File: src/rtl/pibs_pkg.sv
/*
 Package for the pin I/O and band steering block: register map, field
 positions, reset values, structs and states.
 Assumes a single AHB-Lite slave with 32-bit data, word-aligned registers.
*/
`default_nettype none
package pibs_pkg;
    localparam logic [7:0] PIBS_CTRL_ADDR = 8'h00;
    localparam logic [7:0] PIBS_REF_ADDR = 8'h04;
    localparam logic [7:0] PIBS_CONV_ADDR = 8'h08;
    localparam logic [7:0] PIBS_COUNT_ADDR = 8'h0C;
    localparam logic [7:0] PIBS_STAT_ADDR = 8'h10;
    localparam logic [7:0] PIBS_REFCNT_ADDR = 8'h14;
    localparam logic [7:0] PIBS_LOOPCNT_ADDR = 8'h18;
    // Control byte word
    localparam int CTL_OUT_A = 0;
    localparam int CTL_OUT_B = 1;
    localparam int CTL_OUT_C = 2;
    localparam int CTL_READ_F = 3;
    localparam int CTL_CHAN = 4;
    localparam int CTL_READ_A = 6;
    localparam int CTL_SAMPLE = 7;
    // Reference configuration word
    localparam int REF_OUT_D = 0;
    localparam int REF_BAND = 1;
    localparam int REF_REJECT = 2;
    localparam int REF_STANDBY = 3;
    localparam logic [7:0] PIBS_CTRL_RST = 8'h00;
    localparam logic [7:0] PIBS_REF_RST = 8'h00;
    // Converter word layout
    localparam int CONV_IN_D = 0;
    localparam int CONV_IN_C = 1;
    localparam int CONV_RES_LSB = 2;
    localparam int CONV_RES_W = 6;
    // Count word layout
    localparam int CNT_W = 22;
    localparam int CNT_IN_D = 22;
    localparam int SHIFT_W = 24;
    localparam int DIV_W = 16;
    // Rejection integrator: accept below reference / 8
    localparam int REJ_DIV = 8;
    localparam int REJ_W = 4;
    localparam logic [REJ_W-1:0] REJ_MAX = 4'(REJ_DIV);
    localparam logic [REJ_W-1:0] REJ_ZERO = 4'h0;
    localparam logic [REJ_W-1:0] REJ_HALF = 4'(REJ_DIV / 2);

    typedef struct packed {
        logic out_a;
        logic out_b;
        logic out_c;
        logic out_d;
    } pibs_gpo_t;

    typedef struct packed {
        logic in_a;
        logic in_b;
    } pibs_ain_t;

    typedef enum logic [1:0] {PIBS_IDLE, PIBS_DATA_RD, PIBS_DATA_WR} pibs_bus_t;
endpackage
`default_nettype wire

File: src/rtl/pibs_top.sv
/*
 Pin I/O and band steering: GPIO, converter channel mux, band steering of
 counter and loop divider clocks, rejection integrator and standby pin control.
 Assumes hclk is faster than twice any sampled pin rate; all pins are
 synchronised; AHB-Lite slave whose hreadyout is the bus hready.
*/
// The placing of the registers and the AHB-Lite slave port are this design's own decisions.
`default_nettype none
module pibs_top
    import pibs_pkg::*;
(
    input wire logic hclk,
    input wire logic hresetn,
    input wire logic clk_en,
    input wire logic hsel,
    input wire logic [31:0] haddr,
    input wire logic [1:0] htrans,
    input wire logic hwrite,
    input wire logic [2:0] hsize,
    input wire logic [31:0] hwdata,
    input wire logic hready,
    output logic [31:0] hrdata,
    output logic hreadyout,
    output logic hresp,
    input wire logic in_c_pin,
    input wire logic in_d_pin,
    output logic out_a_o,
    output logic out_a_oe,
    output logic out_b_o,
    output logic out_c_o,
    output logic out_d_o,
    input wire pibs_ain_t analog_in,
    output logic conv_select,
    input wire logic [5:0] conv_result,
    output logic conv_sample,
    input wire logic [21:0] freq_count,
    input wire logic reference_osc_input,
    input wire logic low_band_if_input,
    input wire logic high_band_if_input,
    input wire logic low_band_loop_input,
    input wire logic high_band_loop_input,
    output logic buffered_reference_output,
    output logic buffered_reference_output_oe,
    output logic count_clk_en,
    output logic standby_pull_ref,
    output logic standby_pull_low_if,
    output logic standby_pull_high_loop,
    output logic standby_float_high_if,
    output logic standby_float_low_loop,
    input wire logic [15:0] ref_div_load,
    input wire logic [15:0] loop_div_load
);
    localparam int NSYNC = 7;
    // Bit positions in the synchroniser vector
    localparam int SY_IN_C = 6;
    localparam int SY_IN_D = 5;
    localparam int SY_REF = 4;
    localparam int SY_LOW_IF = 3;
    localparam int SY_HIGH_IF = 2;
    localparam int SY_LOW_LOOP = 1;
    localparam int SY_HIGH_LOOP = 0;

    logic [7:0] ctrl_r, ctrl_nxt;
    logic [7:0] refcfg_r, refcfg_nxt;
    logic [SHIFT_W-1:0] shift_r, shift_nxt;
    logic [DIV_W-1:0] ref_div_r, loop_div_r;
    logic [REJ_W-1:0] rej_r;
    logic rej_out_r;
    logic [NSYNC-1:0] sync1_r, sync2_r, prev_r;
    logic [7:0] addr_r;
    logic wr_r;
    logic rd_r;

    // Two-stage synchronisers for every pin input
    wire [NSYNC-1:0] pins_raw = {in_c_pin, in_d_pin, reference_osc_input, low_band_if_input,
                                 high_band_if_input, low_band_loop_input, high_band_loop_input};

    always_ff @(posedge hclk or negedge hresetn)
    begin
        if (!hresetn)
        begin
            sync1_r <= '0;
            sync2_r <= '0;
            prev_r <= '0;
        end
        else if (clk_en)
        begin
            sync1_r <= pins_raw;
            sync2_r <= sync1_r;
            prev_r <= sync2_r;
        end
    end

    wire in_c = sync2_r[SY_IN_C];
    wire in_d = sync2_r[SY_IN_D];
    wire [NSYNC-1:0] rise = sync2_r & ~prev_r;
    wire ref_rise = rise[SY_REF];
    wire low_if_lvl = sync2_r[SY_LOW_IF];
    wire high_if_rise = rise[SY_HIGH_IF];
    wire low_loop_rise = rise[SY_LOW_LOOP];
    wire high_loop_rise = rise[SY_HIGH_LOOP];

    wire band_high = refcfg_r[REF_BAND];
    wire standby = refcfg_r[REF_STANDBY];
    wire reject_en = refcfg_r[REF_REJECT];

    // Integrator: counts up while high, down while low, every reference edge;
    // top rail at four edges, so only a half period of four reference periods
    // or more (below reference/8) reaches it; faster tones are dropped
    wire rej_up = ref_rise && low_if_lvl && (rej_r != REJ_HALF);
    wire rej_dn = ref_rise && !low_if_lvl && (rej_r != REJ_ZERO);

    always_ff @(posedge hclk or negedge hresetn)
    begin
        if (!hresetn)
        begin
            rej_r <= REJ_ZERO;
            rej_out_r <= 1'b0;
        end
        else if (clk_en)
        begin
            if (rej_up)
                rej_r <= rej_r + 4'h1;
            else if (rej_dn)
                rej_r <= rej_r - 4'h1;
            if (rej_r == REJ_HALF)
                rej_out_r <= 1'b1;
            else if (rej_r == REJ_ZERO)
                rej_out_r <= 1'b0;
        end
    end

    logic low_if_prev_r;
    wire low_if_filt = reject_en ? rej_out_r : low_if_lvl;

    always_ff @(posedge hclk or negedge hresetn)
    begin
        if (!hresetn)
            low_if_prev_r <= 1'b0;
        else if (clk_en)
            low_if_prev_r <= low_if_filt;
    end

    wire low_if_rise = low_if_filt && !low_if_prev_r;
    wire count_edge = band_high ? high_if_rise : low_if_rise;
    wire loop_edge = band_high ? high_loop_rise : low_loop_rise;

    // Reference and loop dividers reload on terminal count
    always_ff @(posedge hclk or negedge hresetn)
    begin
        if (!hresetn)
        begin
            ref_div_r <= '0;
            loop_div_r <= '0;
        end
        else if (clk_en)
        begin
            if (ref_rise)
                ref_div_r <= (ref_div_r == '0) ? ref_div_load : ref_div_r - 16'h0001;
            if (loop_edge)
                loop_div_r <= (loop_div_r == '0) ? loop_div_load : loop_div_r - 16'h0001;
        end
    end

    // Bus decode
    // Address is registered every cycle; only trusted while wr_r or rd_r is high
    wire bus_req = hsel && hready && htrans[1];
    wire [7:0] a = addr_r;
    wire wr_ctrl = wr_r && (a == PIBS_CTRL_ADDR);
    wire wr_ref = wr_r && (a == PIBS_REF_ADDR);
    // Writes are inhibited while a read request is pending
    wire rd_pending = ctrl_r[CTL_READ_A] || ctrl_r[CTL_READ_F];
    wire rd_conv = rd_r && (a == PIBS_CONV_ADDR);
    wire rd_count = rd_r && (a == PIBS_COUNT_ADDR);

    wire [SHIFT_W-1:0] conv_word = {{(SHIFT_W-CONV_RES_W-2){1'b0}}, conv_result, in_c, in_d};
    wire [SHIFT_W-1:0] count_word = {1'b0, in_d, freq_count};

    always_comb
    begin
        ctrl_nxt = ctrl_r;
        refcfg_nxt = refcfg_r;
        shift_nxt = shift_r;
        if (ctrl_r[CTL_READ_A])
            shift_nxt = conv_word;
        else if (ctrl_r[CTL_READ_F])
            shift_nxt = count_word;
        if (wr_ctrl && !rd_pending)
            ctrl_nxt = hwdata[7:0];
        if (wr_ref && !rd_pending)
            refcfg_nxt = hwdata[7:0];
        // Read request self-clears once its word is read out
        if (rd_conv && ctrl_r[CTL_READ_A])
            ctrl_nxt[CTL_READ_A] = 1'b0;
        if (rd_count && ctrl_r[CTL_READ_F] && !ctrl_r[CTL_READ_A])
            ctrl_nxt[CTL_READ_F] = 1'b0;
    end

    always_ff @(posedge hclk or negedge hresetn)
    begin
        if (!hresetn)
        begin
            ctrl_r <= PIBS_CTRL_RST;
            refcfg_r <= PIBS_REF_RST;
            shift_r <= '0;
            addr_r <= '0;
            wr_r <= 1'b0;
            rd_r <= 1'b0;
        end
        else if (clk_en)
        begin
            ctrl_r <= ctrl_nxt;
            refcfg_r <= refcfg_nxt;
            shift_r <= shift_nxt;
            addr_r <= haddr[7:0];
            wr_r <= bus_req && hwrite;
            rd_r <= bus_req && !hwrite;
        end
    end

    // Readback words are taken at the end of the first data-phase cycle
    logic [31:0] rdata;
    always_comb
    begin
        case (a)
            PIBS_CTRL_ADDR: rdata = {24'h000000, ctrl_r};
            PIBS_REF_ADDR: rdata = {24'h000000, refcfg_r};
            PIBS_CONV_ADDR: rdata = {8'h00, ctrl_r[CTL_READ_A] ? shift_r : conv_word};
            PIBS_COUNT_ADDR: rdata = {8'h00, (ctrl_r[CTL_READ_F] && !ctrl_r[CTL_READ_A]) ? shift_r : count_word};
            PIBS_STAT_ADDR: rdata = {26'h0000000, standby, band_high, rej_out_r, in_d, in_c, rd_pending};
            PIBS_REFCNT_ADDR: rdata = {16'h0000, ref_div_r};
            PIBS_LOOPCNT_ADDR: rdata = {16'h0000, loop_div_r};
            default: rdata = 32'h00000000;
        endcase
    end

    // Read data sampled into a flop so the data phase output is registered
    logic [31:0] hrdata_r;
    always_ff @(posedge hclk or negedge hresetn)
    begin
        if (!hresetn)
            hrdata_r <= '0;
        else if (clk_en && bus_req && !hwrite)
            hrdata_r <= 32'h00000000;
        else if (clk_en && rd_r)
            hrdata_r <= rdata;
    end

    // Reads take one wait state so data comes from a flop
    logic rd_wait_r;
    always_ff @(posedge hclk or negedge hresetn)
    begin
        if (!hresetn)
            rd_wait_r <= 1'b0;
        else if (clk_en)
            rd_wait_r <= rd_r;
    end

    assign hrdata = hrdata_r;
    assign hreadyout = !(rd_r && !rd_wait_r) && clk_en;
    assign hresp = 1'b0;

    // Outputs keep their levels in standby
    // Output A only sinks; once released, the external pull-up sets its level
    assign out_a_o = 1'b0;
    assign out_a_oe = !ctrl_r[CTL_OUT_A];
    assign out_b_o = ctrl_r[CTL_OUT_B];
    assign out_c_o = ctrl_r[CTL_OUT_C];
    assign out_d_o = refcfg_r[REF_OUT_D];

    assign conv_select = ctrl_r[CTL_CHAN] ? analog_in.in_b : analog_in.in_a;
    assign conv_sample = ctrl_r[CTL_SAMPLE];
    assign count_clk_en = count_edge;

    // Output is P-channel open-drain: drives high only when enabled
    // Follows the synchronised level, so it lags the pin by two clocks
    assign buffered_reference_output = 1'b1;
    assign buffered_reference_output_oe = !band_high && !standby && sync2_r[4];

    // Standby steers the pad pulls and turns off the reference output; the logic keeps running
    assign standby_pull_ref = standby;
    assign standby_pull_low_if = standby;
    assign standby_pull_high_loop = standby;
    assign standby_float_high_if = standby;
    assign standby_float_low_loop = standby;
endmodule
`default_nettype wire

File: config.mk
export PLATFORM = sky130hd
export DESIGN_NAME = pibs_top
export DESIGN_NICKNAME = d
export VERILOG_FILES = /design/src/rtl/pibs_pkg.sv /design/src/rtl/pibs_top.sv
export SDC_FILE = /design/constraint.sdc
export NUM_CORES = 1
export LEC_CHECK = 0
export BUFFER_PORTS_ARGS = -buffer_cell sky130_fd_sc_hd__buf_2
export CORE_UTILIZATION = 50
export DETAILED_ROUTE_END_ITERATION = 16
export PLACE_DENSITY = 0.78
export SKIP_CTS_REPAIR_TIMING = 1
export SLEW_MARGIN = 20
export SYNTH_ARGS = -nofsm -noshare
export SYNTH_HDL_FRONTEND = slang
export SYNTH_SLANG_ARGS = --single-unit
File: constraint.sdc
create_clock -name hclk -period 3.72 [get_ports hclk]
set_input_delay 0 -clock hclk [delete_from_list [all_inputs] [get_ports hclk]]
set_output_delay 0 -clock hclk [all_outputs]
set_load 0.01 [all_outputs]
==> Word level (Yosys, flattened, before mapping) <==
Cells that the tools add are included.
{ "op_classes": {"n_eq_ne": 8, "n_bitwise": 2, "n_reduce_logical": 57, "n_addsub": 4, "muxes": 20} }
{ "op_table": {"columns": ["operator", "n"], "rows": [
  ["$pmux W24 S7", 1],
  ["$mux W24", 4],
  ["$mux W32", 2],
  ["$logic_not A16 Y1", 2],
  ["$mux W16", 2],
  ["$sub A16 B1 Y16 const B", 2],
  ["$logic_and A1 B1 Y1", 26],
  ["$eq A8 B5 Y1 const B", 3],
  ["$reduce_and A2 Y1", 9],
  ["$eq A8 B4 Y1 const B", 2],
  ["$reduce_bool A2 Y1", 6],
  ["$logic_not A1 Y1", 10],
  ["$eq A8 B3 Y1 const B", 1],
  ["$logic_not A8 Y1", 1],
  ["$mux W1", 8],
  ["$mux W4", 2],
  ["$mux W7", 1],
  ["$and A5 B5 Y5", 1],
  ["$not A5 Y5", 1],
  ["$add A4 B1 Y4 const B", 1],
  ["$eq A4 B3 Y1 const B", 1],
  ["$logic_not A4 Y1", 1],
  ["$ne A4 B3 Y1 const B", 1],
  ["$reduce_bool A4 Y1", 1],
  ["other kinds (2)", 2]
]} }
{ "word_totals": {"input_bits": 144, "word_cells": 109, "out_inout_bits": 49, "reg_bits": 140} }

==> Longest topological paths before layout <==
{ "logic_depth": {"depth_word": 6, "depth_mapped": 8} }

==> Worst setup path before layout <==
No wires, ideal clock.
{ "synth_timing": {"path_kind": "flip-flop to flip-flop", "startpoint": "register loop_div_r[0]", "endpoint": "register loop_div_r[9]", "path_slack_ns": 1.416, "required_ns": 3.599, "stages_incl_launch_ff": 9, "n_path_buf": 2, "t_arrival_ns": 2.183, "cell_sequence": "dfrtp_1 > inv_1 > ha_1 > or4b_2 > clkbuf_1 > or2_2 > clkbuf_1 > o22a_1 > o22a_1"} }
{ "synth_via": {"elab_chain_cells": 2, "word_cells_on_any_way": 3} }
{ "synth_rtl": {"columns": ["element", "line_no", "rtl"], "rows": [
  ["start: declaration", "pibs_top.sv:66", "logic [DIV_W-1:0] ref_div_r, loop_div_r;"],
  ["start signal: assignment", "pibs_top.sv:161", "loop_div_r <= (loop_div_r == '0) ? loop_div_load : loop_div_r - 16'h0001;"],
  ["$sub A16 B1 Y16 / $logic_not A16 Y1 (equally long branches)", "pibs_top.sv:161", null],
  ["$mux W16 *", "pibs_top.sv:161", null]
]} }
Mark *: on every way between the ends. The rest lies on a longest branch, timed or not.
A chain may end at the register's enable or synchronous reset.

==> Worst setup path after layout <==
{ "layout_timing": {"startpoint": "register addr_r[5], in the netlist a[5]", "endpoint": "register hrdata_r[19], in the netlist hrdata[19]"} }
{ "layout_via": {"elab_chain_cells": 4, "word_cells_on_any_way": 10} }
{ "layout_rtl": {"columns": ["element", "line_no", "rtl"], "rows": [
  ["start: declaration", "pibs_top.sv:70", "logic [7:0] addr_r;"],
  ["start signal: assignment", "pibs_top.sv:215", "addr_r <= haddr[7:0];"],
  ["$eq A8 B5 Y1 (tied with other cells)", "pibs_top.sv:225", "case (a)"],
  ["$pmux W24 S7 *", "pibs_top.sv:225", null],
  ["$mux W32 *", "pibs_top.sv:245", "else if (clk_en && rd_r)"],
  ["$mux W32 *", "pibs_top.sv:243", "else if (clk_en && bus_req && !hwrite)"],
  ["end signal: assignment", "pibs_top.sv:246", "hrdata_r <= rdata;"],
  ["end: declaration", "pibs_top.sv:238", "logic [31:0] hrdata_r;"]
]} }
Mark *: on every way between the ends. The rest lies on a longest branch, timed or not. The select of a mux whose other input is x is not followed.

==> metrics <==
count leader, synth=dfrtp_1; core area=0.0133 sq mm; CP Capture Type=flip-flop; Clock Pin Slew Worst Setup and Hold Paths=60 ps; Slew headroom=26.9%; Avg Cell Area, Syn=9.94 sq um; Crit Path Class=reg -> reg; WL per Instance=18.3 microns; Synth top area share=47.0%; Cells after Synth=691; critical path's slowest cell=nor2_1; Distinct cells, synth=64; failing checks=negative hold slack; Tcrit/Tclk final=68.3%; RSZ-0062 raised after global routing=no; maximum capacitance violations=0; Synth Flop Type=dfrtp_1; CTS Buffer Depth=2; Seq/Total Area, Yosys=47.0%; Power per Cell Area=502 mW/mm^2; CTS buffer count=17; Critical Path RT=4040 ps; status=finished, violations left; Slew Viols, Final=0; first-pass GRT wire length=29.9 mm; clk sinks=129; Setup TNS=0 ps; Nets=1,033; Die Span X=119 microns; initial antenna violation count=0; clock root buffer=clkbuf_16; Arr. time, crit path=2870 ps; Filler cells=996; Tot Pwr=4.52 mW; type of the worst min-delay path=in -> reg; Final setup viols=0; share of cells above drive strength 1=25.6%; leak pwr=3.96 nW; Port Buffers=128; overall routed net length=19.6 mm; crit-path max cell delay=850 ps; vias in the first global route=5,836; Commonest cells post-synth=129 x dfrtp_1, 68 x nand2_1, 62 x o21ai_0; global-route usage over all layers=27.2%; Final ANT Viol Nets=0; Cell Area, Synth=0.00687 sq mm; CP Launch Type=flip-flop; DR pass1 iterations=5; Worst-Margin Slew=1090 ps; clk_lat worst skew=430 ps; Final Hold Vio Count=5; Layout area overhead=31.1%; die area=0.0142 sq mm; ant diodes=0; Die Y=119 microns; IO Count=193; worst hold slack=-35.7 ps; main area contributors after synthesis=dfrtp_1 47%, mux2_2 7.9%, o21ai_0 4.5%, mux2i_1 4.1%, nand2_1 3.7%; post-layout min period=2540 ps; RePlAce Congestion=0.924; GR Overflow Total=0; FP Rows=42; CTS H-tree depth=4; CTS tree=yes; worst-path cell chain=nor4_1, nand3_1, nor2_1, a22oi_1, o21ai_0; Post-synth ARST share=100%; Starting Density=51.7%; Vias=6,395; post-layout util=67.7%; largest net degree at the start of global routing=86; Synth Warn #=0; Via-to-Cell Ratio=5.98; dpl hpwl=13.3 mm; Clock Skews=11.1 ps; DRC Markers=0; VDD IR max=0.335 mV; initial DRC count=589; fmax=393 MHz; Synth Register Bits=129; post-synth top area cell=dfrtp_1; Worst Path Max Fanout=15; Post-synth EDFFs=0
==> final timing paths <==
kind | slack [ps] | to | start | cells after the start
max in group asynchronous | 2780 | sync2_r[0]$_DFFE_PN0P_ | hresetn | 3
hold / removal | -40 | loop_div_r[5]$_DFFE_PN0P_ | loop_div_load[5] | 3
hold reg to reg | 480 | hrdata[15]$_DFFE_PN0P_ | hrdata[15]$_DFFE_PN0P_ | 2
setup / recovery | 1180 | hrdata[19]$_DFFE_PN0P_ | a[5]$_DFFE_PN0P_ | 5
setup reg to reg | 1180 | hrdata[19]$_DFFE_PN0P_ | a[5]$_DFFE_PN0P_ | 5
min in group asynchronous | 200 | hrdata[16]$_DFFE_PN0P_ | hresetn | 2
==> cell families after synthesis <==
logic type,share of synthesized area (%)
other cells,0.109
compound gates,19.9
buf+inv,5.67
fa+ha+maj,1.38
xor+xnor,0.638
flops,47.0
simple gates,13.1
mux,12.3
==> layout by cell type, fill, tap and decap left out, types with 4 or more instances in the layout <==
cell | Yosys | final
o22ai_1 | 11 | 11
nand3_1 | 17 | 17
ha_1 | 6 | 6
a221oi_1 | 10 | 10
a22oi_1 | 25 | 25
xnor2_1 | 4 | 4
dfrtp_1 | 129 | 129
mux2_2 | 48 | 48
dlygate4sd3_1 | 0 | 80
clkbuf_16 | 0 | 17
o21ai_0 | 62 | 61
or4_1 | 4 | 4
nand4_1 | 9 | 9
inv_1 | 26 | 26
o22a_1 | 5 | 5
mux2i_1 | 28 | 28
a22o_1 | 17 | 17
nand2_1 | 68 | 68
clkbuf_8 | 0 | 5
nor3_1 | 15 | 15
nor2_1 | 35 | 35
a211oi_1 | 9 | 9
buf_2 | 2 | 127
nor4_1 | 7 | 7
a21oi_1 | 25 | 25
a2bb2oi_1 | 12 | 12
nor2b_1 | 7 | 7
conb_1 | 2 | 12
buf_4 | 16 | 9
==> area by class of cell <==
cell class	instances	area [sq um]	area share (%)
Clock inverter	8	126	1.40
Sequential cell	129	3230	35.8
Timing Repair Buffer	218	1540	17.0
Clock buffer	23	498	5.53
Inverter	27	101	1.13
Multi-Input combinational cell	489	3300	36.6
Tap cell	176	220	2.45
==> state kept, by name, indices dropped and copies added, names as in the netlist, 4 cells and up <==
register	cells
ctrl_r	8
hrdata	23
rej_r	4
ref_div_r	16
shift_r	23
prev_r	4
loop_div_r	16
sync2_r	7
refcfg_r	8
sync1_r	7
a	8
==> power by group <==
group,switching (mW),internal (mW),total (mW),leakage (nW)
sequential,0.273,1.61,1.88,1.66
combinational,0.457,0.429,0.886,2.00
clock,0.614,1.14,1.75,0.297
==> metrics by stage <==
step                worst slack [ps]  instances  area [sq um]
CTS                             1170        990          8200
global placement                1220        959          7570
global route                     969       1070          9000
detailed placement              1210        959          7570
floorplan                       1420        701          6910
finish                          1180       1070          9000
==> critical path, delay by kind of cell (launching register included) <==
kind	cells	cell delay [ps]
flops	1	410
simple gates	3	1580
compound gates	2	450
==> metal layers <==
layer  vias up  track usage (%)  routed length (microns)
met5         -                0                        0
met4         0             9.97                      383
met3        39             6.61                     1500
met2       283             42.0                     9540
met1      3164             37.1                     8190
li1       2909                -                        -
Power figures use the tool's default switching activity.
